==> src/common/ubg_regs.svh <==
// Operation
// RL1: With the sample-mode bit at 0 the block picks the sample position, at 1 the sample-position register sets it.
// RL2: The position field names the oversample period, from 0 up to 15, that holds the first of three samples.
// RL3: Software keeps the position field at or below the oversample rate minus 3.
// RL4: The sample-position register is 8 bits, read/write, field in bits 3 to 0, reset value 6.
// RL5: Automatic positions are 2,3,4 / 3,4,5 / 4,5,6 / 5,6,7 / 6,7,8 for rates 7-8 / 9-10 / 11-12 / 13-14 / 15-16.
// RL6: Each received bit is the majority of its three samples.
// RL7: In manual mode the three samples start at the programmed position.
// RL8: The asynchronous bit rate is the clock over oversample rate times divisor plus 1 times prescaler.
// RL9: The prescaler offers half-step factors such as 6.5 and 9.5.
// RL10: Software keeps the baud-rate error at or below 3 percent.
// RL11: Synchronous mode exists on the first channel only.
// RL12: Synchronous mode with the clock-source bit set shifts on the clock from the sync clock pin.
// RL13: Synchronous mode with the clock-source bit clear uses the internal generator and drives it on the pin.
// RL14: The internal synchronous rate is the clock over 2 times divisor plus 1 times prescaler.
// RL15: Software picks only integer prescaler factors in synchronous mode.
// RL16: Oversample codes 0 to 6 give 16x, codes 7 to 15 give the code value.
`ifndef UBG_REGS_SVH
`define UBG_REGS_SVH

`define UBG_OFS_OVR      8'h00
`define UBG_OFS_PSR      8'h04
`define UBG_OFS_BAUD     8'h08
`define UBG_OFS_MODE     8'h0C
`define UBG_OFS_SPOS     8'h10
`define UBG_OFS_SYNC     8'h14
`define UBG_OFS_STAT     8'h18

`define UBG_RST_OVR      4'h0
`define UBG_RST_PSR      5'h00
`define UBG_RST_BAUD     16'h0000
`define UBG_RST_MODE     1'b0
`define UBG_RST_SPOS     4'h6

`define UBG_BIT_SMODE    0
`define UBG_BIT_SYNC_EN  0
`define UBG_BIT_CKSRC    1

`define UBG_OVS_DEFAULT  5'h10
`define UBG_OVS_MIN_CODE 4'h7
`define UBG_PSR_OFFSET   6'h02
`define UBG_PSR_STEP     6'h02

`endif

==> src/common/ubg_pkg.sv <==
package ubg_pkg;

    // Clocking mode of the bit-rate generator.
    typedef enum logic [1:0] {
        UBG_ASYNC,
        UBG_SYNC_INT,
        UBG_SYNC_EXT
    } ubg_mode_e;

    typedef logic [4:0] ubg_phase_t;

endpackage

==> src/design/ubg_sampler.sv <==
`timescale 1ns/1ps
`default_nettype none
module ubg_sampler (
    input  wire logic       clk,
    input  wire logic       nrst,
    input  wire logic       os_tick,
    input  wire logic       align,
    input  wire logic [4:0] os_rate,
    input  wire logic [3:0] start_pos,
    input  wire logic       rxd,
    output logic [4:0]      phase,
    output logic            bit_tick,
    output logic            bit_val,
    output logic            bit_valid
);

    // Majority of three samples.
    function automatic logic maj3(input logic a, input logic b, input logic c);
        maj3 = (a & b) | (a & c) | (b & c);
    endfunction

    logic [4:0] phase_r;
    logic [4:0] phase_nxt;
    logic [1:0] smp_r;
    logic       val_r;
    logic       valid_r;
    logic       wrap;
    logic       last_hit;

    ////////////////////////////////////////////////////////////////////////
    // Phase within the bit period, one step per oversample tick.
    assign wrap      = (phase_r >= os_rate - 5'd1);
    assign phase_nxt = wrap ? 5'd0 : phase_r + 5'd1;
    assign last_hit  = os_tick & (phase_r == {1'b0, start_pos} + 5'd2); // RL2

    always_ff @(posedge clk) begin
        if (!nrst || align) begin
            phase_r <= 5'd0;
        end else if (os_tick) begin
            phase_r <= phase_nxt;
        end
    end

    ////////////////////////////////////////////////////////////////////////
    // The first two samples are held until the third one arrives.
    genvar k;
    generate
        for (k = 0; k < 2; k++) begin : g_smp
            always_ff @(posedge clk) begin
                if (!nrst) begin
                    smp_r[k] <= 1'b1;
                end else if (os_tick &&
                             phase_r == {1'b0, start_pos} + 5'(k)) begin
                    smp_r[k] <= rxd; // RL2
                end
            end
        end
    endgenerate

    ////////////////////////////////////////////////////////////////////////
    // Third sample completes the vote.
    always_ff @(posedge clk) begin
        if (!nrst) begin
            val_r   <= 1'b1;
            valid_r <= 1'b0;
        end else begin
            valid_r <= last_hit;
            if (last_hit) begin
                val_r <= maj3(smp_r[0], smp_r[1], rxd); // RL6
            end
        end
    end

    assign phase     = phase_r;
    assign bit_tick  = os_tick & wrap & ~align;
    assign bit_val   = val_r;
    assign bit_valid = valid_r;

endmodule
`default_nettype wire

==> src/design/ubg_top.sv <==
// Local design decisions: the placing of the registers and the APB interface to the registers.
`timescale 1ns/1ps
`default_nettype none
`include "ubg_regs.svh"
module ubg_top #(
    parameter bit FIRST_CHANNEL = 1'b1
) (
    input  wire logic        CLK,
    input  wire logic        NRST,
    input  wire logic        PSEL,
    input  wire logic        PENABLE,
    input  wire logic        PWRITE,
    input  wire logic [7:0]  PADDR,
    input  wire logic [31:0] PWDATA,
    output logic [31:0]      PRDATA,
    output logic             PREADY,
    output logic             PSLVERR,
    input  wire logic        RXD,
    input  wire logic        BIT_ALIGN,
    input  wire logic        SYNC_CLOCK_PIN_I,
    output logic             SYNC_CLOCK_PIN_O,
    output logic             SYNC_CLOCK_PIN_OE,
    output logic             OS_TICK,
    output logic             BIT_TICK,
    output logic             RX_BIT,
    output logic             RX_BIT_VALID
);

    ////////////////////////////////////////////////////////////////////////
    // Decoding functions.

    // Oversample code to rate: low codes mean 16x.
    function automatic logic [4:0] ovs_rate(input logic [3:0] code);
        if (code < `UBG_OVS_MIN_CODE) begin
            ovs_rate = `UBG_OVS_DEFAULT;
        end else begin
            ovs_rate = {1'b0, code};
        end
    endfunction

    // Automatic first-sample position, roughly centred in the bit.
    // Half of the rate minus three puts the middle sample at most one
    // period before the centre of the bit for every rate from 7 to 16.
    function automatic logic [3:0] auto_pos(input logic [4:0] rate);
        logic [4:0] t;
        t = (rate - 5'd3) >> 1;
        auto_pos = t[3:0];
    endfunction

    ////////////////////////////////////////////////////////////////////////
    // Register storage. Only the field bits are kept; the rest of each
    // word reads back as zero.
    logic [3:0]  ovr_r;
    logic [4:0]  psr_r;
    logic [15:0] baud_r;
    logic        smode_r;
    logic [3:0]  spos_r;
    logic        sync_en_r;
    logic        cksrc_r;

    // Generator state.
    logic [5:0]  pacc_r;
    logic [5:0]  pacc_nxt;
    logic        ptick;
    logic [15:0] dcnt_r;
    logic        dtick;
    logic        sclk_r;
    logic        ckx_prev_r;
    logic        sbit_r;
    logic        svalid_r;

    // Decode wires.
    logic        wr_en;
    logic        rd_en;
    logic        gen_restart;
    logic        hit_ovr;
    logic        hit_psr;
    logic        hit_baud;
    logic        hit_mode;
    logic        hit_spos;
    logic        hit_sync;
    logic        hit_stat;
    logic        hit_any;
    logic [5:0]  p_half;
    logic [5:0]  pacc_inc;
    logic [4:0]  rate;
    logic [3:0]  start_pos;
    logic        sync_ok;
    logic        sync_tick;
    logic        os_tick;
    logic        a_tick;
    logic        a_val;
    logic        a_valid;
    logic [4:0]  phase;
    logic [31:0] rd_mux;

    ubg_pkg::ubg_mode_e mode;

    ////////////////////////////////////////////////////////////////////////
    // APB slave: zero wait states, error on unmapped addresses. Reads are
    // looked up in the setup phase, so the data already stands when the
    // master samples the access phase with PREADY high.
    assign hit_ovr  = (PADDR == `UBG_OFS_OVR);
    assign hit_psr  = (PADDR == `UBG_OFS_PSR);
    assign hit_baud = (PADDR == `UBG_OFS_BAUD);
    assign hit_mode = (PADDR == `UBG_OFS_MODE);
    assign hit_spos = (PADDR == `UBG_OFS_SPOS);
    assign hit_sync = (PADDR == `UBG_OFS_SYNC);
    assign hit_stat = (PADDR == `UBG_OFS_STAT);
    assign hit_any  = hit_ovr | hit_psr | hit_baud | hit_mode |
                      hit_spos | hit_sync | hit_stat;
    assign wr_en    = PSEL & PENABLE & PWRITE & hit_any;
    assign rd_en    = PSEL & ~PENABLE & ~PWRITE;
    assign PREADY   = 1'b1;
    assign PSLVERR  = PSEL & PENABLE & ~hit_any;

    // Writes to the configuration registers.
    always_ff @(posedge CLK) begin
        if (!NRST) begin
            ovr_r     <= `UBG_RST_OVR;
            psr_r     <= `UBG_RST_PSR;
            baud_r    <= `UBG_RST_BAUD;
            smode_r   <= `UBG_RST_MODE;
            spos_r    <= `UBG_RST_SPOS; // RL4
            sync_en_r <= 1'b0;
            cksrc_r   <= 1'b0;
        end else if (wr_en) begin
            if (hit_ovr) begin
                ovr_r <= PWDATA[3:0];
            end
            if (hit_psr) begin
                psr_r <= PWDATA[4:0];
            end
            if (hit_baud) begin
                baud_r <= PWDATA[15:0];
            end
            if (hit_mode) begin
                smode_r <= PWDATA[`UBG_BIT_SMODE];
            end
            if (hit_spos) begin
                spos_r <= PWDATA[3:0]; // RL4
            end
            if (hit_sync) begin
                // Only the first channel can hold synchronous mode.
                sync_en_r <= PWDATA[`UBG_BIT_SYNC_EN] & FIRST_CHANNEL; // RL11
                cksrc_r   <= PWDATA[`UBG_BIT_CKSRC] & FIRST_CHANNEL;
            end
        end
    end

    // Read data selection; unused bits read as zero.
    assign rd_mux =
        hit_ovr  ? {28'h000_0000, ovr_r} :
        hit_psr  ? {27'h000_0000, psr_r} :
        hit_baud ? {16'h0000, baud_r} :
        hit_mode ? {31'h0000_0000, smode_r} :
        hit_spos ? {28'h000_0000, spos_r} : // RL4
        hit_sync ? {30'h0000_0000, cksrc_r, sync_en_r} :
        hit_stat ? {23'h00_0000, phase, sclk_r, svalid_r, RX_BIT, a_val} :
                   32'h0000_0000;

    // Read data is registered in the setup phase and then held, so it
    // stands through the access phase and stays stable after it.
    always_ff @(posedge CLK) begin
        if (!NRST) begin
            PRDATA <= 32'h0000_0000;
        end else if (rd_en) begin
            PRDATA <= rd_mux;
        end
    end

    ////////////////////////////////////////////////////////////////////////
    // Mode selection from the synchronous control bits. The channel
    // parameter is applied here as well as at the write, so a channel
    // built without synchronous support can never leave asynchronous mode.
    assign sync_ok = sync_en_r & FIRST_CHANNEL; // RL11
    assign mode = !sync_ok ? ubg_pkg::UBG_ASYNC :
                  cksrc_r  ? ubg_pkg::UBG_SYNC_EXT :
                             ubg_pkg::UBG_SYNC_INT;

    ////////////////////////////////////////////////////////////////////////
    // Prescaler in half steps: factor is (code + 2) / 2, so odd codes give
    // x.5 factors. Each cycle adds two halves; a tick fires when the sum
    // reaches the factor, and the remainder carries over. The tick spacing
    // then jitters by one cycle but averages to the exact factor.
    // A new prescaler or divisor value restarts both counters, so the
    // first tick after the change already has the new spacing instead
    // of draining whatever the old setting left in the accumulator.
    assign gen_restart = wr_en & (hit_psr | hit_baud);

    assign p_half   = {1'b0, psr_r} + `UBG_PSR_OFFSET;
    assign pacc_inc = pacc_r + `UBG_PSR_STEP;
    assign ptick    = (pacc_inc >= p_half); // RL9
    assign pacc_nxt = ptick ? pacc_inc - p_half : pacc_inc;

    always_ff @(posedge CLK) begin
        if (!NRST) begin
            pacc_r <= 6'h00;
        end else if (gen_restart) begin
            pacc_r <= 6'h00;
        end else begin
            pacc_r <= pacc_nxt; // RL9
        end
    end

    ////////////////////////////////////////////////////////////////////////
    // Divisor: one tick every divisor plus 1 prescaler ticks. The compare
    // is greater-or-equal; lowering the divisor restarts the count at zero,
    // so the count never stands above it and the new interval runs in full.
    assign dtick = ptick & (dcnt_r >= baud_r); // RL8

    always_ff @(posedge CLK) begin
        if (!NRST) begin
            dcnt_r <= 16'h0000;
        end else if (gen_restart) begin
            dcnt_r <= 16'h0000;
        end else if (ptick) begin
            dcnt_r <= dtick ? 16'h0000 : dcnt_r + 16'h0001;
        end
    end

    ////////////////////////////////////////////////////////////////////////
    // Asynchronous sampling: divisor ticks are oversample clocks.
    assign rate      = ovs_rate(ovr_r); // RL16
    assign start_pos = smode_r ? spos_r : auto_pos(rate); // RL1 RL5 RL7
    assign os_tick   = dtick & (mode == ubg_pkg::UBG_ASYNC); // RL8

    // A manual position above the rate minus three never reaches its
    // third sample before the phase wraps, so such a setting simply
    // delivers no bits; software has to keep within that limit.
    ubg_sampler u_sampler (
        .clk       (CLK),
        .nrst      (NRST),
        .os_tick   (os_tick),
        .align     (BIT_ALIGN),
        .os_rate   (rate),
        .start_pos (start_pos),
        .rxd       (RXD),
        .phase     (phase),
        .bit_tick  (a_tick),
        .bit_val   (a_val),
        .bit_valid (a_valid)
    );

    ////////////////////////////////////////////////////////////////////////
    // Internal synchronous clock toggles on every divisor tick, giving a
    // full period of twice the divided interval with no oversampling.
    // It idles high outside internal synchronous mode, so the first
    // divisor tick after entry gives a falling edge, never a short high.
    always_ff @(posedge CLK) begin
        if (!NRST) begin
            sclk_r <= 1'b1;
        end else if (mode != ubg_pkg::UBG_SYNC_INT) begin
            sclk_r <= 1'b1;
        end else if (dtick) begin
            sclk_r <= ~sclk_r; // RL14
        end
    end

    // Previous level of the sync clock pin, for edge detection. It resets
    // to the idle high level of the pin, so no false rising edge is seen
    // as soon as reset ends.
    always_ff @(posedge CLK) begin
        if (!NRST) begin
            ckx_prev_r <= 1'b1;
        end else begin
            ckx_prev_r <= SYNC_CLOCK_PIN_I;
        end
    end

    // Data is taken on the rising edge of whichever clock is chosen.
    assign sync_tick =
        (mode == ubg_pkg::UBG_SYNC_INT) ? (dtick & ~sclk_r) : // RL13 RL14
        (mode == ubg_pkg::UBG_SYNC_EXT) ?
            (SYNC_CLOCK_PIN_I & ~ckx_prev_r) : // RL12
            1'b0;

    // Synchronous receive bit capture; the data line is taken in the
    // same cycle in which the rising clock edge is recognised.
    always_ff @(posedge CLK) begin
        if (!NRST) begin
            sbit_r   <= 1'b1;
            svalid_r <= 1'b0;
        end else begin
            svalid_r <= sync_tick;
            if (sync_tick) begin
                sbit_r <= RXD; // RL12
            end
        end
    end

    ////////////////////////////////////////////////////////////////////////
    // Pin drive: the internal clock goes out only when it is the source.
    assign SYNC_CLOCK_PIN_O  = sclk_r;
    assign SYNC_CLOCK_PIN_OE = (mode == ubg_pkg::UBG_SYNC_INT); // RL13

    // Outputs toward the framing logic. The synchronous path takes over
    // all three bit outputs whenever synchronous mode is on, so the
    // framing logic never mixes bits from the two sampling schemes.
    assign OS_TICK      = os_tick;
    assign BIT_TICK     = sync_ok ? sync_tick : a_tick;
    assign RX_BIT       = sync_ok ? sbit_r : a_val;
    assign RX_BIT_VALID = sync_ok ? svalid_r : a_valid;

endmodule
`default_nettype wire

==> config.mk <==
export PLATFORM = sky130hd
export DESIGN_NAME = ubg_top
export DESIGN_NICKNAME = d
export VERILOG_FILES = /design/src/common/ubg_pkg.sv /design/src/design/ubg_sampler.sv /design/src/design/ubg_top.sv
export VERILOG_INCLUDE_DIRS = /design/src /design/src/common
export SDC_FILE = /design/constraint.sdc
export NUM_CORES = 1
export LEC_CHECK = 0
export BUFFER_PORTS_ARGS = -buffer_cell sky130_fd_sc_hd__buf_4
export CORE_UTILIZATION = 50
export CTS_CLUSTER_DIAMETER = 100
export DETAILED_ROUTE_END_ITERATION = 7
export PLACE_DENSITY = 0.75
export SETUP_SLACK_MARGIN = 0.02
export SYNTH_ARGS = -nofsm -noshare
export SYNTH_HDL_FRONTEND = slang
export SYNTH_SLANG_ARGS = --single-unit
==> constraint.sdc <==
create_clock -name CLK -period 5.22 [get_ports CLK]
set_clock_uncertainty 0.2 [all_clocks]
set_input_delay 0.261 -clock CLK [delete_from_list [all_inputs] [get_ports CLK]]
set_output_delay 0.261 -clock CLK [all_outputs]
set_load 0.02 [all_outputs]
==> results of run 1 <==
logic make-up after synthesis:
group | Yosys count | share of synthesized area
flip-flops | 83 | 0.336
AO/OA/AOI/OAI | 112 | 0.147
adder cells (fa/ha/maj) | 37 | 0.0948
AND/OR/NAND/NOR | 225 | 0.221
other | 2 | 0.00152
XOR/XNOR | 34 | 0.0603
multiplexers | 26 | 0.0568
buffers and inverters | 86 | 0.0821
registers in the layout, summed over array words and instances (netlist names), 2 cells and up:
signal,cells
PRDATA,16
baud_r,16
dcnt_r,16
ovr_r,4
pacc_r,6
psr_r,5
spos_r,4
u_sampler.phase,5
u_sampler.smp_r,2
power groups by stage:
stage / Sequential (mW) / Combinational [mW] / Clock, mW
after floorplan: 0.689 / 0.403 / 0
after global placement: 0.695 / 0.501 / 0
after detailed placement: 0.696 / 0.520 / 0
after CTS: 0.681 / 0.535 / 0.424
after global routing: 0.685 / 0.591 / 0.456
final: 0.682 / 0.538 / 0.418
worst paths after layout:
path / startpoint / end / slack (ns)
worst min-delay path: RXD / u_sampler.smp_r[0]$_SDFFE_PN1P_ / 0.02
worst min register to register: PRDATA[5]$_SDFFE_PN0P_ / PRDATA[5]$_SDFFE_PN0P_ / 0.27
worst max register to register: ovr_r[3]$_SDFFE_PN0P_ / u_sampler.smp_r[1]$_SDFFE_PN1P_ / 1.87
worst max-delay path: ovr_r[1]$_SDFFE_PN0P_ / BIT_TICK / 1.79
metrics by stage:
step	cell area [µm²]	hold slack, ns
after floorplan	4990	0.162
after detailed placement	5330	0.257
after global placement	5330	0.244
after global routing	5700	0.0145
after CTS	5700	0.00514
final	5700	0.0156
synthesized netlist by cell type (7+ instances only):
library cell and number:
a211oi_1 10, a21oi_1 47, a22oi_1 13, and2_1 7, and3_1 7, buf_2 9, buf_4 19, clkbuf_1 21
dfxtp_1 83, ha_1 35, inv_1 35, mux2i_1 19, nand2_1 67, nand2b_1 7, nand3_1 45, nor2_1 57
o21ai_0 14, xnor2_1 19, xor2_1 15
layer usage:
layer / track usage / wire (µm)
met1: 0.310 / 5160
met2: 0.429 / 5720
met3: 0.0490 / 803
met4: 0.0769 / 180
met5: 0 / 0
tightest hold or removal path, stage by stage:
cell and delay (ns):
buf_4 0.08, nor2_1 0.06, mux2i_1 0.12
area by class of cell:
class | count | share of cell area
Clock inverter | 5 | 0.00527
Sequential cell | 83 | 0.292
Inverter | 37 | 0.0244
Clock buffer | 10 | 0.0241
Tap cell | 129 | 0.0283
Multi-Input combinational cell | 451 | 0.515
Timing Repair Buffer | 78 | 0.112
==> results.cfg, run 1 <==
[status]
outcome = completed

[synthesis]
yosys-top-cells-area = dfxtp_1, ha_1, nand2_1
syn_avg_cell_area_um2 = 8.16
ys_seq_area_frac = 0.336
synthFlopType = dfxtp_1
async_reset_ff_frac = 0
yosysUniqueCellTypes = 59
ys_warn_count = 0
syn_area_um2 = 4940
syn_inst = 605
synth_edf_count = 0
synth_area_leader_cell = dfxtp_1
ys_ff_latch = 83
synth_top_area_frac = 0.336

[clock_network]
cts_resized = 0
numCtsBuffers = 9
cts-root-buf = clkbuf_8
clock_path_buffers = 2
cts_tree = done
clock_latency_ns = 0.36
clock_sinks = 83
hold_buffers = 20
cts-htree-levels = 3
cts_setup_buffers = 0
path_clk_slew_ns = 0.07

[drt]
post_drt_wl_per_cell_um = 14.9
initialDrtViolationCount = 285
routed-via-count = 4341
drcViolationCount = 0
antenna_left = 0
first_pass_iters = 5
routed_via_density = 5.47
routed_wl_mm = 11.9

[pwr]
intPower_mw = 1.05
p_seq_frac = 0.416
power_mw = 1.64
ir_worst_vdd_uv = 165
leakage_nw = 2.29
power_switching_uw = 585
powerDensity_nw_per_um2 = 287
switching_share = 0.357
comb_power_share = 0.329
power.share.clock = 0.255

[finish]
instances_no_fill = 793
post-route-util = 0.605
register_area_um2 = 1660
final_common_cell = dfxtp_1
layout_common_cells = dfxtp_1, nand2_1, buf_4
syn_to_final_growth_pct = 15.4
nFillCells = 840
diodes = 0
drive_gt1_frac = 0.137
final_nets = 744
multi_input_area_um2 = 2930

[worst_setup_path]
crit_type = reg -> out
worst_path_max_delay_cell = dfxtp_1
cp.depth = 12
reg2reg_depth = 12
critPathBufInv = 2
crit_fanout = 9
critical_path.top_delay_family = compound AO/OA/AOI/OAI gates
crit_path_end_kind = primary output
path_cells = nand3_1 -> nand2b_1 -> nand2_1 -> inv_1 -> ha_1 -> ha_1 -> a21o_1 -> a21o_1 -> a21o_1 -> a21o_1 -> a21o_1 -> buf_4
start_kind = flip-flop
cpMostUsedCell = a21o_1
cp.required_ns = 4.76
crit_arrival_ns = 2.97
cpPeakStageDelay_ns = 0.50

[die]
die-area_um2 = 10300
fp-row-count = 35
die_y_um = 101
fp.coreArea_um2 = 9420
ios = 88
initial_core_util = 0.525
die_w_um = 101

[global_routing]
grt_pass1_wl_mm = 20.0
track_usage = 0.248
overflow = 0
grt_max_degree = 45
first_global_vias = 4230
antenna_found_initial = 0

[sta]
hold_viol = 0
fin_tns_setup_ns = 0
max_slew.worst_pin.slew_ns = 0.782
rsz0062_at_grt = no
timing.fmax_mhz = 291
finalSetupViolations = 0
drv_slew = 0
fin_crit_ns = 3.43
slew_headroom = 0.477
period_share = 0.658
setup_ws_ns = 1.79

[place]
routabilityCongestion = 0.837
place_inst = 758
portBuffers = 54
dp_hpwl_mm = 8.64
dp_worst_setup_slack_ns = 1.91

[worst_hold_path]
worstHoldPathCells = 3
hold_class = in -> reg

[run]
drv_cap = 0
Power figures use the tool's default switching activity.
==> run 2, diff against run 1 <==
--- a/config.mk
+++ b/config.mk
@@ -10,7 +10,7 @@
 export CORE_UTILIZATION = 50
 export CTS_CLUSTER_DIAMETER = 100
 export DETAILED_ROUTE_END_ITERATION = 7
-export PLACE_DENSITY = 0.75
+export PLACE_DENSITY = 0.77
 export SETUP_SLACK_MARGIN = 0.02
 export SYNTH_ARGS = -nofsm -noshare
 export SYNTH_HDL_FRONTEND = slang
==> constraint.sdc (replaced) <==
create_clock -name CLK -period 3 [get_ports CLK]
set_clock_uncertainty 0.2 [all_clocks]
set_input_delay 0.15 -clock CLK [delete_from_list [all_inputs] [get_ports CLK]]
set_output_delay 0.15 -clock CLK [all_outputs]
set_load 0.02 [all_outputs]
==> run 2 against run 1 <==
Clock power rose by 130%. Worst hold slack improved by 0.0035 ns. Die area did not move. Combinational power rose to 2.5 times the previous value. Sequential power rose by 74%. Clock-buffer cell count fell by 1. Critical path type unchanged.
==> results.cfg, run 2 (synthesized netlist as in run 1, its figures left out) <==
[pwr]
leakage_nw = 2.55
ir_worst_vdd_uv = 345
powerDensity_nw_per_um2 = 560
power_mw = 3.54

[global_routing]
antenna_found_initial = 0
overflow = 0
grt_max_degree = 47
grt_pass1_wl_mm = 20.2
first_global_vias = 4327
track_usage = 0.251

[worst_setup_path]
rrSetupSlack_ns = 0.04
reg2reg_depth = 11
crit_path_end_kind = primary output
endpoint = BIT_TICK
crit_type = reg -> out
r2r_start = ovr_r[1]$_SDFFE_PN0P_
startpoint = ovr_r[1]$_SDFFE_PN0P_
start_kind = flip-flop
crit_fanout = 5
crit_arrival_ns = 2.63
reg2reg_to = u_sampler.phase[4]$_SDFFE_PP0P_
cp.required_ns = 2.65

[clock_network]
cts-htree-levels = 3
cts_tree = done
numCtsBuffers = 9
clock_sinks = 83
clock_latency_ns = 0.36
path_clk_slew_ns = 0.09
cts-root-buf = clkbuf_8
clock_path_buffers = 2

[place]
dp_hpwl_mm = 8.92
placed_area_um2 = 5440
dp_worst_setup_slack_ns = -0.0245
portBuffers = 54
routabilityCongestion = 0.839

[die]
initial_core_util = 0.525
fp-row-count = 35
die_y_um = 101
die-area_um2 = 10300
ios = 88
fp.coreArea_um2 = 9420
die_w_um = 101

[finish]
syn_to_final_growth_pct = 27.8
largestRegisters = PRDATA x16, baud_r x16, dcnt_r x16
layout_common_cells = buf_4, dfxtp_1, nand2_1
final_nets = 775
fin_area_um2 = 6310
drive_gt1_frac = 0.234
diodes = 0
final_common_cell = buf_4

[sta]
rsz0062_at_grt = yes
period_share = 0.993
fin_crit_ns = 2.98
drv_slew = 0
whs_ns = 0.0190
timing.fmax_mhz = 336
hold_viol = 0
setup_ws_ns = 0.0218
finalSetupViolations = 0
slew_headroom = 0.572
max_slew.worst_pin.slew_ns = 0.635

[drt]
antenna_left = 0
post_drt_wl_per_cell_um = 15.7
routed-via-count = 4525
first_pass_iters = 5
initialDrtViolationCount = 251
routed_via_density = 5.48
routed_wl_mm = 13.0
drcViolationCount = 0

[status]
outcome = completed

[worst_hold_path]
hold_class = in -> reg

[run]
drv_cap = 0
[run 2: timing repair]
| action | in CTS | in global routing |
|---|---|---|
| hold buffers | 22 | 0 |
| pin swaps | 5 | 20 |
| resized for setup | 13 | 54 |
| endpoints found under the hold margin | 44 | 0 |
| buffers inserted | 2 | 12 |
| endpoints found under the setup margin | 4 | 11 |
[run 2: per-stage QoR]
step                      setup TNS (ns)   util  instances
final                                  0  0.670        825
after global routing              -0.319  0.670        825
after CTS                        -0.0328  0.636        813
after detailed placement         -0.0432  0.578        773
after global placement                 0  0.578        773
after floorplan                        0      -        620
[run 2: critical path: stages, from the launching register on]
cell     delay, ns
dfxtp_4       0.39
a31oi_4       0.22
nor2b_2       0.08
ha_1          0.27
ha_1          0.27
a21o_1        0.15
a21o_1        0.17
a21o_1        0.17
a21o_1        0.22
a21o_1        0.20
buf_6         0.13
[run 2: how the worst min path moves through the flow]
stage,endpoint,cells past startpoint,from
2_1_floorplan,ckx_prev_r$_SDFF_PN1_,1,SYNC_CLOCK_PIN_I
3_3_place_gp,ckx_prev_r$_SDFF_PN1_,2,SYNC_CLOCK_PIN_I
3_5_place_dp,ckx_prev_r$_SDFF_PN1_,2,SYNC_CLOCK_PIN_I
4_1_cts,smode_r$_SDFFE_PN0P_,4,PADDR[2]
5_1_grt,smode_r$_SDFFE_PN0P_,4,PADDR[2]
6_report,smode_r$_SDFFE_PN0P_,4,PADDR[2]
[run 2: per-layer routing]
metal  vias to the layer above  wire length, µm  track usage
li1                       2230                -            -
met1                      2136             5620        0.300
met2                       139             6420        0.455
met3                        20              696       0.0531
met4                         0              218       0.0658
met5                         -                0            0
[run 2: area by class of cell]
class	instances	area [µm²]
Inverter	37	139
Timing Repair Buffer	109	896
Clock inverter	7	116
Fill cell	726	3100
Multi-Input combinational cell	451	3190
Tap cell	129	161
Clock buffer	9	124
Sequential cell	83	1690
[run 2: report_power, final]
part	leakage, nW	switching (mW)	internal (mW)	total (mW)
sequential	0.677	0.0441	1.15	1.19
combinational	1.75	0.705	0.662	1.37
clock	0.119	0.427	0.552	0.979
